## config.mk

```make
export PLATFORM = sky130hd
export DESIGN_NAME = arxcdr_top
export DESIGN_NICKNAME = d
export VERILOG_FILES = /design/src/include/arxcdr_pkg.sv /design/src/arxcdr_sync.sv /design/src/arxcdr_top.sv /design/src/arxcdr_vote.sv
export SDC_FILE = /design/constraint.sdc
export NUM_CORES = 1
export LEC_CHECK = 0
export BUFFER_PORTS_ARGS = -buffer_cell sky130_fd_sc_hd__buf_4
export CAP_MARGIN = 20
export CORE_MARGIN = 2
export CORE_UTILIZATION = 34
export CTS_CLUSTER_SIZE = 12
export DETAILED_ROUTE_END_ITERATION = 8
export GPL_TIMING_DRIVEN = 0
export PLACE_DENSITY_LB_ADDON = 0.08
export RECOVER_POWER = 100
export SYNTH_ARGS = -nofsm -noshare
export SYNTH_HDL_FRONTEND = slang
export SYNTH_SLANG_ARGS = --single-unit
```

## constraint.sdc

```tcl
create_clock -name REF_CLK_I -period 2.7 [get_ports REF_CLK_I]
set_clock_uncertainty 0.1 [all_clocks]
set_input_delay 0.27 -clock REF_CLK_I [delete_from_list [all_inputs] [get_ports REF_CLK_I]]
set_output_delay 0.27 -clock REF_CLK_I [all_outputs]
set_load 0.02 [all_outputs]
```

## src/include/arxcdr_pkg.sv

```systemverilog
// Package for the asynchronous receive clock and data recovery block.
// Assumes a single peripheral clock domain and external sample ticks.
package arxcdr_pkg;
  // Receive speed select encodings
  localparam logic [1:0] SPEED_NORMAL = 2'h0;
  localparam logic [1:0] SPEED_DOUBLE = 2'h1;
  // Samples per bit in each mode
  localparam int SAMPLES_NORMAL = 16;
  localparam int SAMPLES_DOUBLE = 8;
  // First voting sample number in each mode
  localparam int VOTE_FIRST_NORMAL = 8;
  localparam int VOTE_FIRST_DOUBLE = 4;
  // Middle voting sample number in each mode
  localparam int VOTE_MID_NORMAL = 9;
  localparam int VOTE_MID_DOUBLE = 5;
  // Frame data-plus-parity length limits
  localparam int DBITS_MIN = 5;
  localparam int DBITS_MAX = 10;
  // Reset values
  localparam logic [1:0] SYNC_RESET = 2'h3;
  localparam logic [2:0] VOTE_RESET = 3'h7;
  // Receiver states
  typedef enum logic [1:0] {
    ST_IDLE  = 2'b00,
    ST_START = 2'b01,
    ST_DATA  = 2'b10,
    ST_STOP  = 2'b11
  } arxcdr_state_t;
endpackage

```

## src/arxcdr_sync.sv

```systemverilog
// Two-flop synchroniser for the receive line.
// Assumes the input is asynchronous to REF_CLK domain clk_i.
`timescale 1ns/1ps
module arxcdr_sync (
  input wire logic clk_i,
  input wire logic rst_n_i,
  input wire logic async_i,
  output logic sync_o
);
  // First stage; read only by the second stage
  logic meta_q;

  // Two stages, reset to idle line level
  always_ff @(posedge clk_i) begin
    if (!rst_n_i) begin
      meta_q <= arxcdr_pkg::SYNC_RESET[0];
      sync_o <= arxcdr_pkg::SYNC_RESET[1];
    end else begin
      meta_q <= async_i;
      sync_o <= meta_q;
    end
  end
endmodule

```

## src/arxcdr_top.sv

```systemverilog
// Asynchronous receive clock and data recovery front end.
// Assumes SAMPLE_TICK_I comes from a baud generator on the same clock,
// pulsing at 16x baud (normal) or 8x baud (double speed).
// Summary of operation
// RULE_01 - Normal mode samples sixteen times per bit
// RULE_02 - Double speed samples eight times per bit
// RULE_03 - Falling edge starts; first low is sample one
// RULE_04 - Start vote samples 8-10 or 4-6
// RULE_05 - Fewer than two lows rejects start
// RULE_06 - Each bit decided by centre-sample majority
// RULE_07 - Only the first stop bit checked
// RULE_08 - Low stop bit sets frame error
// RULE_09 - Next start allowed right after stop vote
// RULE_10 - Double speed doubles baud per divider
// RULE_11 - Normal mode tolerates tabulated rate window
// RULE_12 - Double speed tolerates narrower rate window
// RULE_13 - Remote transmitter keeps half error budget
// RULE_14 - Tolerance follows from voting sample positions
// RULE_15 - Frames of five to ten data bits
// RULE_16 - Sample counter restarts at accepted start
// RULE_17 - Line synchronised; sampling advances on ticks
`timescale 1ns/1ps
module arxcdr_top #(
  parameter int DATA_W = arxcdr_pkg::DBITS_MAX
) (
  input wire logic REF_CLK_I,
  input wire logic RST_N_I,
  input wire logic RX_ENABLE_I,
  input wire logic [1:0] RECEIVE_SPEED_SELECT_I,
  input wire logic [3:0] FRAME_BITS_I,
  input wire logic SAMPLE_TICK_I,
  input wire logic RXD_I,
  output logic [DATA_W-1:0] RX_DATA_O,
  output logic RX_VALID_O,
  output logic FRAME_ERROR_O,
  output logic START_REJECT_O,
  output logic BUSY_O
);
  // Sample numbers in the package, as 5-bit counts
  // Five bits hold sixteen; four bits hold the longest frame length
  localparam logic [4:0] S_N = 5'(arxcdr_pkg::SAMPLES_NORMAL);
  localparam logic [4:0] S_D = 5'(arxcdr_pkg::SAMPLES_DOUBLE);
  localparam logic [4:0] F_N = 5'(arxcdr_pkg::VOTE_FIRST_NORMAL);
  localparam logic [4:0] F_D = 5'(arxcdr_pkg::VOTE_FIRST_DOUBLE);
  localparam logic [4:0] M_N = 5'(arxcdr_pkg::VOTE_MID_NORMAL);
  localparam logic [4:0] M_D = 5'(arxcdr_pkg::VOTE_MID_DOUBLE);
  localparam logic [3:0] D_MIN = 4'(arxcdr_pkg::DBITS_MIN);
  localparam logic [3:0] D_MAX = 4'(arxcdr_pkg::DBITS_MAX);

  // Synchronised line level
  logic rx_sync;
  // Previous sampled line level, for edge detection
  logic rx_prev_q;
  // Receiver state
  arxcdr_pkg::arxcdr_state_t state_q;
  // Sample number within the current bit, 1-based
  logic [4:0] smp_q;
  // Bits received so far in the data field
  logic [3:0] bit_q;
  // Data shift register, LSB first on the line
  logic [DATA_W-1:0] shift_q;
  // Latched mode and length for the current frame
  // A mode change mid-frame takes effect only at the next start edge
  logic dbl_q;
  logic [3:0] len_q;
  // Voter signals
  logic vote_clear;
  logic vote_shift;
  logic [2:0] vote_smp;
  logic vote_maj;
  // Decoded per-mode figures
  logic [4:0] s_per_bit;
  logic [4:0] s_first;
  logic [4:0] s_last;
  logic in_window;
  logic last_vote;
  logic fall;

  // Samples per bit for a mode select
  function automatic logic [4:0] spb(input logic dbl);
    spb = dbl ? S_D : S_N;
  endfunction

  // First voting sample for a mode select
  function automatic logic [4:0] vfirst(input logic dbl);
    vfirst = dbl ? F_D : F_N;
  endfunction

  // RULE_17 line sync
  arxcdr_sync u_sync (
    .clk_i(REF_CLK_I),
    .rst_n_i(RST_N_I),
    .async_i(RXD_I),
    .sync_o(rx_sync)
  );

  // Centre-sample voter shared by start, data and stop
  arxcdr_vote u_vote (
    .clk_i(REF_CLK_I),
    .rst_n_i(RST_N_I),
    .clear_i(vote_clear),
    .shift_i(vote_shift),
    .bit_i(rx_sync),
    .samples_o(vote_smp),
    .majority_o(vote_maj)
  );

  // RULE_01 RULE_02 RULE_14 per-mode figures
  // RULE_11 RULE_12 windows follow from these
  // The rate tolerance is not a separate check: it falls out of where
  // the three votes sit inside each bit, so moving s_first moves both
  // limits of the window at once
  always_comb begin
    s_per_bit = spb(dbl_q);
    s_first = vfirst(dbl_q);
    s_last = s_first + 5'h02;
  end

  // Window and edge decode
  // The voter only shifts inside the window, so it holds the two
  // earlier votes of the current bit when the third one arrives
  always_comb begin
    in_window = (smp_q >= s_first) && (smp_q <= s_last);
    last_vote = SAMPLE_TICK_I && (smp_q == s_last);
    fall = SAMPLE_TICK_I && rx_prev_q && !rx_sync;
    vote_shift = SAMPLE_TICK_I && in_window && (state_q != arxcdr_pkg::ST_IDLE);
    vote_clear = (state_q == arxcdr_pkg::ST_IDLE);
  end

  // Line level as seen at each sample tick
  // Resets high, matching the idle line, so no false edge after reset
  always_ff @(posedge REF_CLK_I) begin
    if (!RST_N_I) begin
      rx_prev_q <= 1'b1;
    end else if (SAMPLE_TICK_I) begin
      rx_prev_q <= rx_sync;
    end
  end

  // Frame sequencing state machine
  // Everything except a disable moves on sample ticks only; between ticks the counters
  // hold, so the tick rate alone sets the bit time
  // Edges seen while busy are ignored until the stop vote
  always_ff @(posedge REF_CLK_I) begin
    if (!RST_N_I) begin
      state_q <= arxcdr_pkg::ST_IDLE;
      smp_q <= 5'h01;
      bit_q <= 4'h0;
      dbl_q <= 1'b0;
      len_q <= D_MIN;
    end else if (!RX_ENABLE_I) begin
      // Disabling drops any reception in progress
      state_q <= arxcdr_pkg::ST_IDLE;
      smp_q <= 5'h01;
    end else if (SAMPLE_TICK_I) begin
      case (state_q)
        arxcdr_pkg::ST_IDLE: begin
          // RULE_03 edge starts sampling
          if (rx_prev_q && !rx_sync) begin
            state_q <= arxcdr_pkg::ST_START;
            // First low sample is sample one, so next is two
            smp_q <= 5'h02;
            // RULE_10 mode latched per frame
            dbl_q <= (RECEIVE_SPEED_SELECT_I == arxcdr_pkg::SPEED_DOUBLE);
            // RULE_15 length clamped to five..ten
            if (FRAME_BITS_I < D_MIN) begin
              len_q <= D_MIN;
            end else if (FRAME_BITS_I > D_MAX) begin
              len_q <= D_MAX;
            end else begin
              len_q <= FRAME_BITS_I;
            end
          end
        end
        arxcdr_pkg::ST_START: begin
          if (smp_q == s_last) begin
            // RULE_04 RULE_05 two of three lows accept
            if (vote_maj_next() == 1'b0) begin
              state_q <= arxcdr_pkg::ST_DATA;
              // RULE_16 counter referenced to start
              smp_q <= s_last + 5'h01;
              bit_q <= 4'h0;
            end else begin
              state_q <= arxcdr_pkg::ST_IDLE;
              smp_q <= 5'h01;
            end
          end else begin
            smp_q <= smp_q + 5'h01;
          end
        end
        arxcdr_pkg::ST_DATA: begin
          // RULE_06 vote each bit, count to length
          // Counter wraps at the bit length and keeps its start phase
          if (smp_q == s_last) begin
            if (bit_q == len_q - 4'h1) begin
              state_q <= arxcdr_pkg::ST_STOP;
            end
            bit_q <= bit_q + 4'h1;
          end
          smp_q <= (smp_q == s_per_bit) ? 5'h01 : smp_q + 5'h01;
        end
        arxcdr_pkg::ST_STOP: begin
          // RULE_07 RULE_09 end after first stop vote
          // Further stop bits fall into idle, where a high line is quiet
          // Leaving at the last vote lets a new start follow at once
          if (smp_q == s_last) begin
            state_q <= arxcdr_pkg::ST_IDLE;
            smp_q <= 5'h01;
          end else begin
            smp_q <= (smp_q == s_per_bit) ? 5'h01 : smp_q + 5'h01;
          end
        end
        default: begin
          state_q <= arxcdr_pkg::ST_IDLE;
          smp_q <= 5'h01;
        end
      endcase
    end
  end

  // Majority including the sample arriving this tick
  // The third vote is still on the line, not yet in the voter, so it
  // is folded in here to decide at the very tick it is taken
  function automatic logic vote_maj_next();
    vote_maj_next = (vote_smp[0] & vote_smp[1]) |
                    (vote_smp[1] & rx_sync) |
                    (vote_smp[0] & rx_sync);
  endfunction

  // RULE_06 data shift, LSB first, right-aligned at end
  // Bits enter at the top; a short frame is shifted down at the end
  always_ff @(posedge REF_CLK_I) begin
    if (!RST_N_I) begin
      shift_q <= '0;
    end else if (state_q == arxcdr_pkg::ST_DATA && last_vote) begin
      shift_q <= {vote_maj_next(), shift_q[DATA_W-1:1]};
    end
  end

  // Completed character and frame error outputs
  // Frame error holds with the data until the next completed frame
  always_ff @(posedge REF_CLK_I) begin
    if (!RST_N_I) begin
      RX_DATA_O <= '0;
      RX_VALID_O <= 1'b0;
      FRAME_ERROR_O <= 1'b0;
    end else if (RX_ENABLE_I && state_q == arxcdr_pkg::ST_STOP &&
                 last_vote) begin
      // Align so the first received bit lands in bit 0
      RX_DATA_O <= shift_q >> (D_MAX - len_q);
      RX_VALID_O <= 1'b1;
      // RULE_08 low stop bit flags error
      FRAME_ERROR_O <= !vote_maj_next();
    end else begin
      RX_VALID_O <= 1'b0;
    end
  end

  // Rejected start pulse and busy level
  // Busy also covers the tick of the start edge itself, so it rises
  // as soon as a frame may begin
  always_ff @(posedge REF_CLK_I) begin
    if (!RST_N_I) begin
      START_REJECT_O <= 1'b0;
      BUSY_O <= 1'b0;
    end else begin
      // RULE_05 report rejected start
      START_REJECT_O <= RX_ENABLE_I && SAMPLE_TICK_I &&
                        state_q == arxcdr_pkg::ST_START &&
                        smp_q == s_last && vote_maj_next();
      BUSY_O <= (state_q != arxcdr_pkg::ST_IDLE) || fall;
    end
  end
endmodule

```

## src/arxcdr_vote.sv

```systemverilog
// Three-sample majority voter with sample shift register.
// Assumes shift_i pulses once per accepted voting sample.
`timescale 1ns/1ps
module arxcdr_vote (
  input wire logic clk_i,
  input wire logic rst_n_i,
  input wire logic clear_i,
  input wire logic shift_i,
  input wire logic bit_i,
  output logic [2:0] samples_o,
  output logic majority_o
);
  // Held voting samples, newest in bit 0
  always_ff @(posedge clk_i) begin
    if (!rst_n_i) begin
      samples_o <= arxcdr_pkg::VOTE_RESET;
    end else if (clear_i) begin
      samples_o <= arxcdr_pkg::VOTE_RESET;
    end else if (shift_i) begin
      samples_o <= {samples_o[1:0], bit_i};
    end
  end

  // Two of three decide the level
  always_comb begin
    majority_o = (samples_o[0] & samples_o[1]) |
                 (samples_o[1] & samples_o[2]) |
                 (samples_o[0] & samples_o[2]);
  end
endmodule

```

# --- Word level (Yosys, flattened, before mapping) ---
# Cells that the tools add are included.
word_totals:
  ff_bits: 45
  input_bits: 11
  word_cells: 93
op_classes:
  add_sub_neg: 6
  order_cmp: 4
  eq_ne: 13
  n_shift: 1
  muxes: 22
  bitwise: 6
  reduce_logical: 26
ops:
  columns: ["operator", "n"]
  rows:
  - ["two-way mux 5 bit", 6]
  - ["two-way mux 4 bit", 6]
  - ["one-hot mux 5 bit (4 select lines)", 1]
  - ["logical AND 1 bit", 14]
  - ["two-way mux 2 bit", 6]
  - ["AND reduction 6 bit", 2]
  - ["adder 5 x 1 -> 5 bit (second input constant)", 2]
  - ["equality test 5 bit", 2]
  - [">> shifter 10 x 4 -> 10 bit", 1]
  - ["one-hot mux 2 bit (4 select lines)", 1]
  - ["one-hot mux 4 bit (2 select lines)", 1]
  - ["!= test 2 x 1 -> 1 bit (second input constant)", 3]
  - ["!= test 2 bit (second input constant)", 3]
  - ["adder 4 x 2 -> 5 bit (second input constant)", 1]
  - [">= comparator 5 x 4 -> 1 bit", 1]
  - ["less-or-equal comparator 5 bit", 1]
  - ["adder 4 x 1 -> 4 bit (second input constant)", 1]
  - ["equality test 2 x 1 -> 1 bit (second input constant)", 2]
  - ["equality test 2 bit (second input constant)", 2]
  - ["equality test 4 bit", 1]
  - ["> comparator 4 bit (second input constant)", 1]
  - ["less-than comparator 4 x 3 -> 1 bit (second input constant)", 1]
  - ["AND reduction 2 bit", 2]
  - ["AND reduction 4 bit", 1]
  - ["other kinds (11)", 16]

# --- Logic depth before layout (Yosys ltp) ---
depth:
  depth_word: 6
  depth_mapped: 9

# --- Cells and area by module ---
# From an unflattened synthesis, not the netlist that was laid out.
unflattened:
  hier_cells: 290
  hier_area_um2: 2695.1
modules_own_cells:
  columns: ["module", "n_inst", "cells_each", "area_each_um2", "seq_area_each_um2"]
  rows:
  - ["arxcdr_top", 1, 275, 2523.7, 820.8]
  - ["arxcdr_vote", 1, 11, 118.9, 60.1]
  - ["arxcdr_sync", 1, 4, 52.6, 40.0]

# --- Least setup slack after synthesis ---
# No wires, ideal clock.
synth_timing:
  path_type: "reg-to-reg"
  start: "register len_q[0]"
  end: "register RX_DATA_O[0]"
  setup_ps: 124
  t_arrival_ps: 1933
  required_time_ps: 2476
  setup_slack_ps: 542
  path_stages_with_launch: 9
  n_path_buf: 2
  synth_period_minus_slack_ps: 2158
  cell_sequence: "dfxtp_1 > buf_2 > clkinv_1 > ha_1 > buf_2 > mux2i_1 > mux2i_1 > a211oi_1 > o22ai_1"
synth_via:
  elab_chain_len: 2
synth_rtl:
  columns: ["item", "line_no", "source"]
  rows:
  - ["start, declared", "arxcdr_top.sv:65", "logic [3:0] len_q;"]
  - ["start signal, assigned", "arxcdr_top.sv:150", "len_q <= D_MIN;"]
  - ["start signal, assigned", "arxcdr_top.sv:167", "len_q <= D_MIN;"]
  - ["start signal, assigned", "arxcdr_top.sv:169", "len_q <= D_MAX;"]
  - ["subtractor 4 bit", "arxcdr_top.sv:250", "RX_DATA_O <= shift_q >> (D_MAX - len_q);"]
  - [">> shifter 10 x 4 -> 10 bit", "arxcdr_top.sv:250", null]
  - ["end signal, assigned", "arxcdr_top.sv:250", null]
  - ["end, declared", "arxcdr_top.sv:33", "output logic [DATA_W-1:0] RX_DATA_O,"]
# Every way passes these cells.
# A chain may end at the register's enable or synchronous reset.

# --- Worst setup path in the final report ---
# Ends and elaborated chain as after synthesis.

==> results.json <==
{
  "status": "finished, final reports clean",
  "reg2reg_depth": 8,
  "async_reset_ff_share_pct": 0,
  "crit_chain": "buf_2 -> clkinv_1 -> ha_1 -> buf_2 -> mux2i_1 -> mux2i_1 -> a211oi_1 -> o22ai_1",
  "post-cts-setup-buffers": 0,
  "num_antenna_cells": 0,
  "p_leak_nw": 1.03,
  "routed_wl_mm": 5.77,
  "cp-start-kind": "flop",
  "hold_class": "in -> reg",
  "p_clk_share_pct": 37.8,
  "r2r-end": "RX_DATA_O[0]",
  "reg2reg_from": "len_q[0]",
  "crit_path_end_kind": "flop",
  "yosys_warnings": 0,
  "nNetsFinal": 338,
  "grt_use_total_pct": 15.7,
  "hp-start": "RXD_I",
  "setup-tns-final_ns": 0,
  "die_area_um2": 7990,
  "initial_core_util_pct": 34.7,
  "hold_buffers": 0,
  "r2r_slack_ns": 0.22,
  "fin_cells": 419,
  "numCtsBuffers": 5,
  "nFillCells": 776,
  "synthMuxAreaShare_pct": 12.8,
  "power_frac_comb_pct": 5.9,
  "hold_end": "u_sync.meta_q",
  "setup-violations-final": 0,
  "fin_ws_ns": 0.217,
  "gp_congestion": 0.892,
  "drc": 0,
  "period_minus_slack_ns": 2.48,
  "clk_latency_ns": 0.31,
  "synth_top_family_by_area": "simple AND/OR/NAND/NOR gates",
  "firstDrtPassIters": 4,
  "synth_top_area_share_pct": 36.4,
  "synthTopCellsByCount": "dfxtp_1 (45), nand2_1 (27), mux2i_1 (26), nor2_1 (21), nand3_1 (16)",
  "clockBufferDepth": 2,
  "synth_fa_ha_area_share_pct": 4.85,
  "p_per_area_nw_per_um2": 423,
  "ys_ff_latch": 45,
  "ys_seq_area_share_pct": 36.4,
  "swShare_pct": 24.0,
  "vdd_ir_drop_max_v": 0.000203,
  "portBuffers": 23,
  "cts_root_buffer": "clkbuf_8",
  "yosys_most_used_dff": "dfxtp_1",
  "holdPathStages": 2,
  "power.total_mw": 1.19,
  "slowest_delay_ns": 0.42,
  "vias": 2054,
  "ant_nets": 0,
  "critical_path_class": "reg -> reg",
  "p_sw_uw": 286,
  "rsz0062_at_grt": "false",
  "h-tree-depth": 2,
  "grt_pass1_wl_mm": 9.67,
  "antenna_found_initial": 0,
  "yosys.area.top_type": "dfxtp_1",
  "wl_per_cell_um": 13.8,
  "clock-sinks": 45,
  "p_int_uw": 905,
  "via_per_inst": 4.90,
  "die_h_um": 89.4,
  "synth_cells": 289,
  "synth_compound_area_share_pct": 12.8,
  "drv_cap": 0,
  "syn_area_um2": 2480,
  "startpoint": "len_q[0]",
  "cts-resized-gates": 0,
  "grt_max_degree": 15,
  "synthXorXnorAreaFrac_pct": 4.95,
  "max_clock_freq_mhz": 403,
  "dp_hpwl_mm": 4.38,
  "worst_setup_hold_path_clk_slew_ns": 0.10,
  "synth.area.top_cells": "dfxtp_1 (36%), mux2i_1 (11%), nand2_1 (4.1%), ha_1 (4.0%), nor2b_1 (3.8%)",
  "crit_fanout": 10,
  "num_rows": 31,
  "drive_above_1_share_pct": 9.38,
  "ys_types": 44,
  "crit_arrival_ns": 2.55,
  "syn-num-nets": 308,
  "cts_tree": "done",
  "synth-simple-area-share_pct": 24.3,
  "worst_pin_slew_ns": 0.592,
  "hold_viol_final": 0,
  "drt-initial-drc-count": 57,
  "slowest_stage": "ha_1",
  "post-route-period-util_pct": 92.0,
  "numPlacedInstances": 411,
  "synth_edf_count": 0,
  "core_um2": 7140,
  "worstPathRequired_ns": 2.77,
  "synth.most_common_cell": "dfxtp_1",
  "place_ws_ns": 0.234,
  "finalMaxSlewViolations": 0,
  "die_x_um": 89.4,
  "area_growth_syn_to_layout_pct": 13.7,
  "grt_pass1_vias": 1955,
  "whs_ns": 0.0336,
  "grt_overflow": 0,
  "slew_headroom_pct": 60.6,
  "ios": 25,
  "synth_area_per_cell_um2": 8.57,
  "pwr-share-seq_pct": 56.3
}
## state kept, by name, summed over array words and instances, names as in the netlist, 2 cells and up, named ones only
register          flops
u_vote.samples_o      2
len_q                 4
smp_q                 5
RX_DATA_O            10
shift_q              10
bit_q                 4
## cell type report
| class | instances | area, µm² | share of cell area [%] |
|---|---|---|---|
| Inverter | 9 | 33.8 | 1.20 |
| Multi-Input combinational cell | 220 | 1480 | 52.5 |
| Sequential cell | 45 | 901 | 32.0 |
| Clock buffer | 6 | 82.6 | 2.93 |
| Clock inverter | 2 | 13.8 | 0.488 |
| Timing Repair Buffer | 23 | 120 | 4.26 |
| Buffer | 15 | 62.6 | 2.22 |
| Tap cell | 99 | 124 | 4.40 |
## metal layers
metal	vias to the layer above	wire, µm	GRT usage, %
li1	1082	-	-
met1	939	2910	21.6
met2	27	2630	25.1
met3	6	159	3.05
met4	0	63	4.07
met5	-	0	0
## metrics by stage
step,utilization [%],cell area [µm²]
2_1_floorplan,-,2480
3_3_place_gp,38.9,2770
3_5_place_dp,38.9,2770
4_1_cts,40.2,2870
5_1_grt,39.5,2820
6_report,39.5,2820
## worst max-delay path by stage
stage | cells past startpoint | endpoint
floorplan | 8 | RX_DATA_O[0]
global placement | 8 | RX_DATA_O[0]
detailed placement | 8 | RX_DATA_O[0]
CTS | 8 | RX_DATA_O[0]
global route | 8 | RX_DATA_O[0]
finish | 8 | RX_DATA_O[0]
## cell families after synthesis
kind of cell	Yosys count
and+or+nand+nor	115
AOI/OAI and AO/OA	50
DFF	45
muxes	31
buffers and inverters	24
xor gates and xnor gates	14
adders and majority gates	10
## critical path: cells and delay by family, from the launching register on
family / cells / cell delay, ns
AOI/OAI and AO/OA: 2 / 0.43
adders and majority gates: 1 / 0.42
buffers and inverters: 3 / 0.66
DFF: 1 / 0.33
muxes: 2 / 0.42
## cell usage in the layout (no fill, tap or decap), types with 3 or more instances in the layout
| cell | n |
|---|---|
| dfxtp_1 | 45 |
| nand2_1 | 27 |
| mux2i_1 | 26 |
| clkbuf_1 | 24 |
| nor2_1 | 21 |
| nand3_1 | 16 |
| nor2b_1 | 15 |
| a21oi_1 | 12 |
| o21ai_0 | 12 |
| buf_4 | 9 |
| inv_1 | 8 |
| xnor2_1 | 8 |
| ha_1 | 8 |
| nand4_1 | 6 |
| a211oi_1 | 6 |
| nand2b_1 | 6 |
| xor2_1 | 6 |
| clkbuf_8 | 6 |
| mux2_2 | 5 |
| or3_1 | 4 |
| a21boi_0 | 4 |
| buf_2 | 3 |
| and4_1 | 3 |
| and2_1 | 3 |
| a311oi_1 | 3 |
| a31oi_1 | 3 |
## power by group through the flow
stage	registers, mW	logic [mW]	clock network (mW)
3_5_place_dp	0.686	0.0713	0
3_3_place_gp	0.686	0.0711	0
6_report	0.671	0.0699	0.450
2_1_floorplan	0.686	0.0442	0
4_1_cts	0.671	0.0715	0.465
5_1_grt	0.672	0.0784	0.484
(Power assumes the default switching activity.)
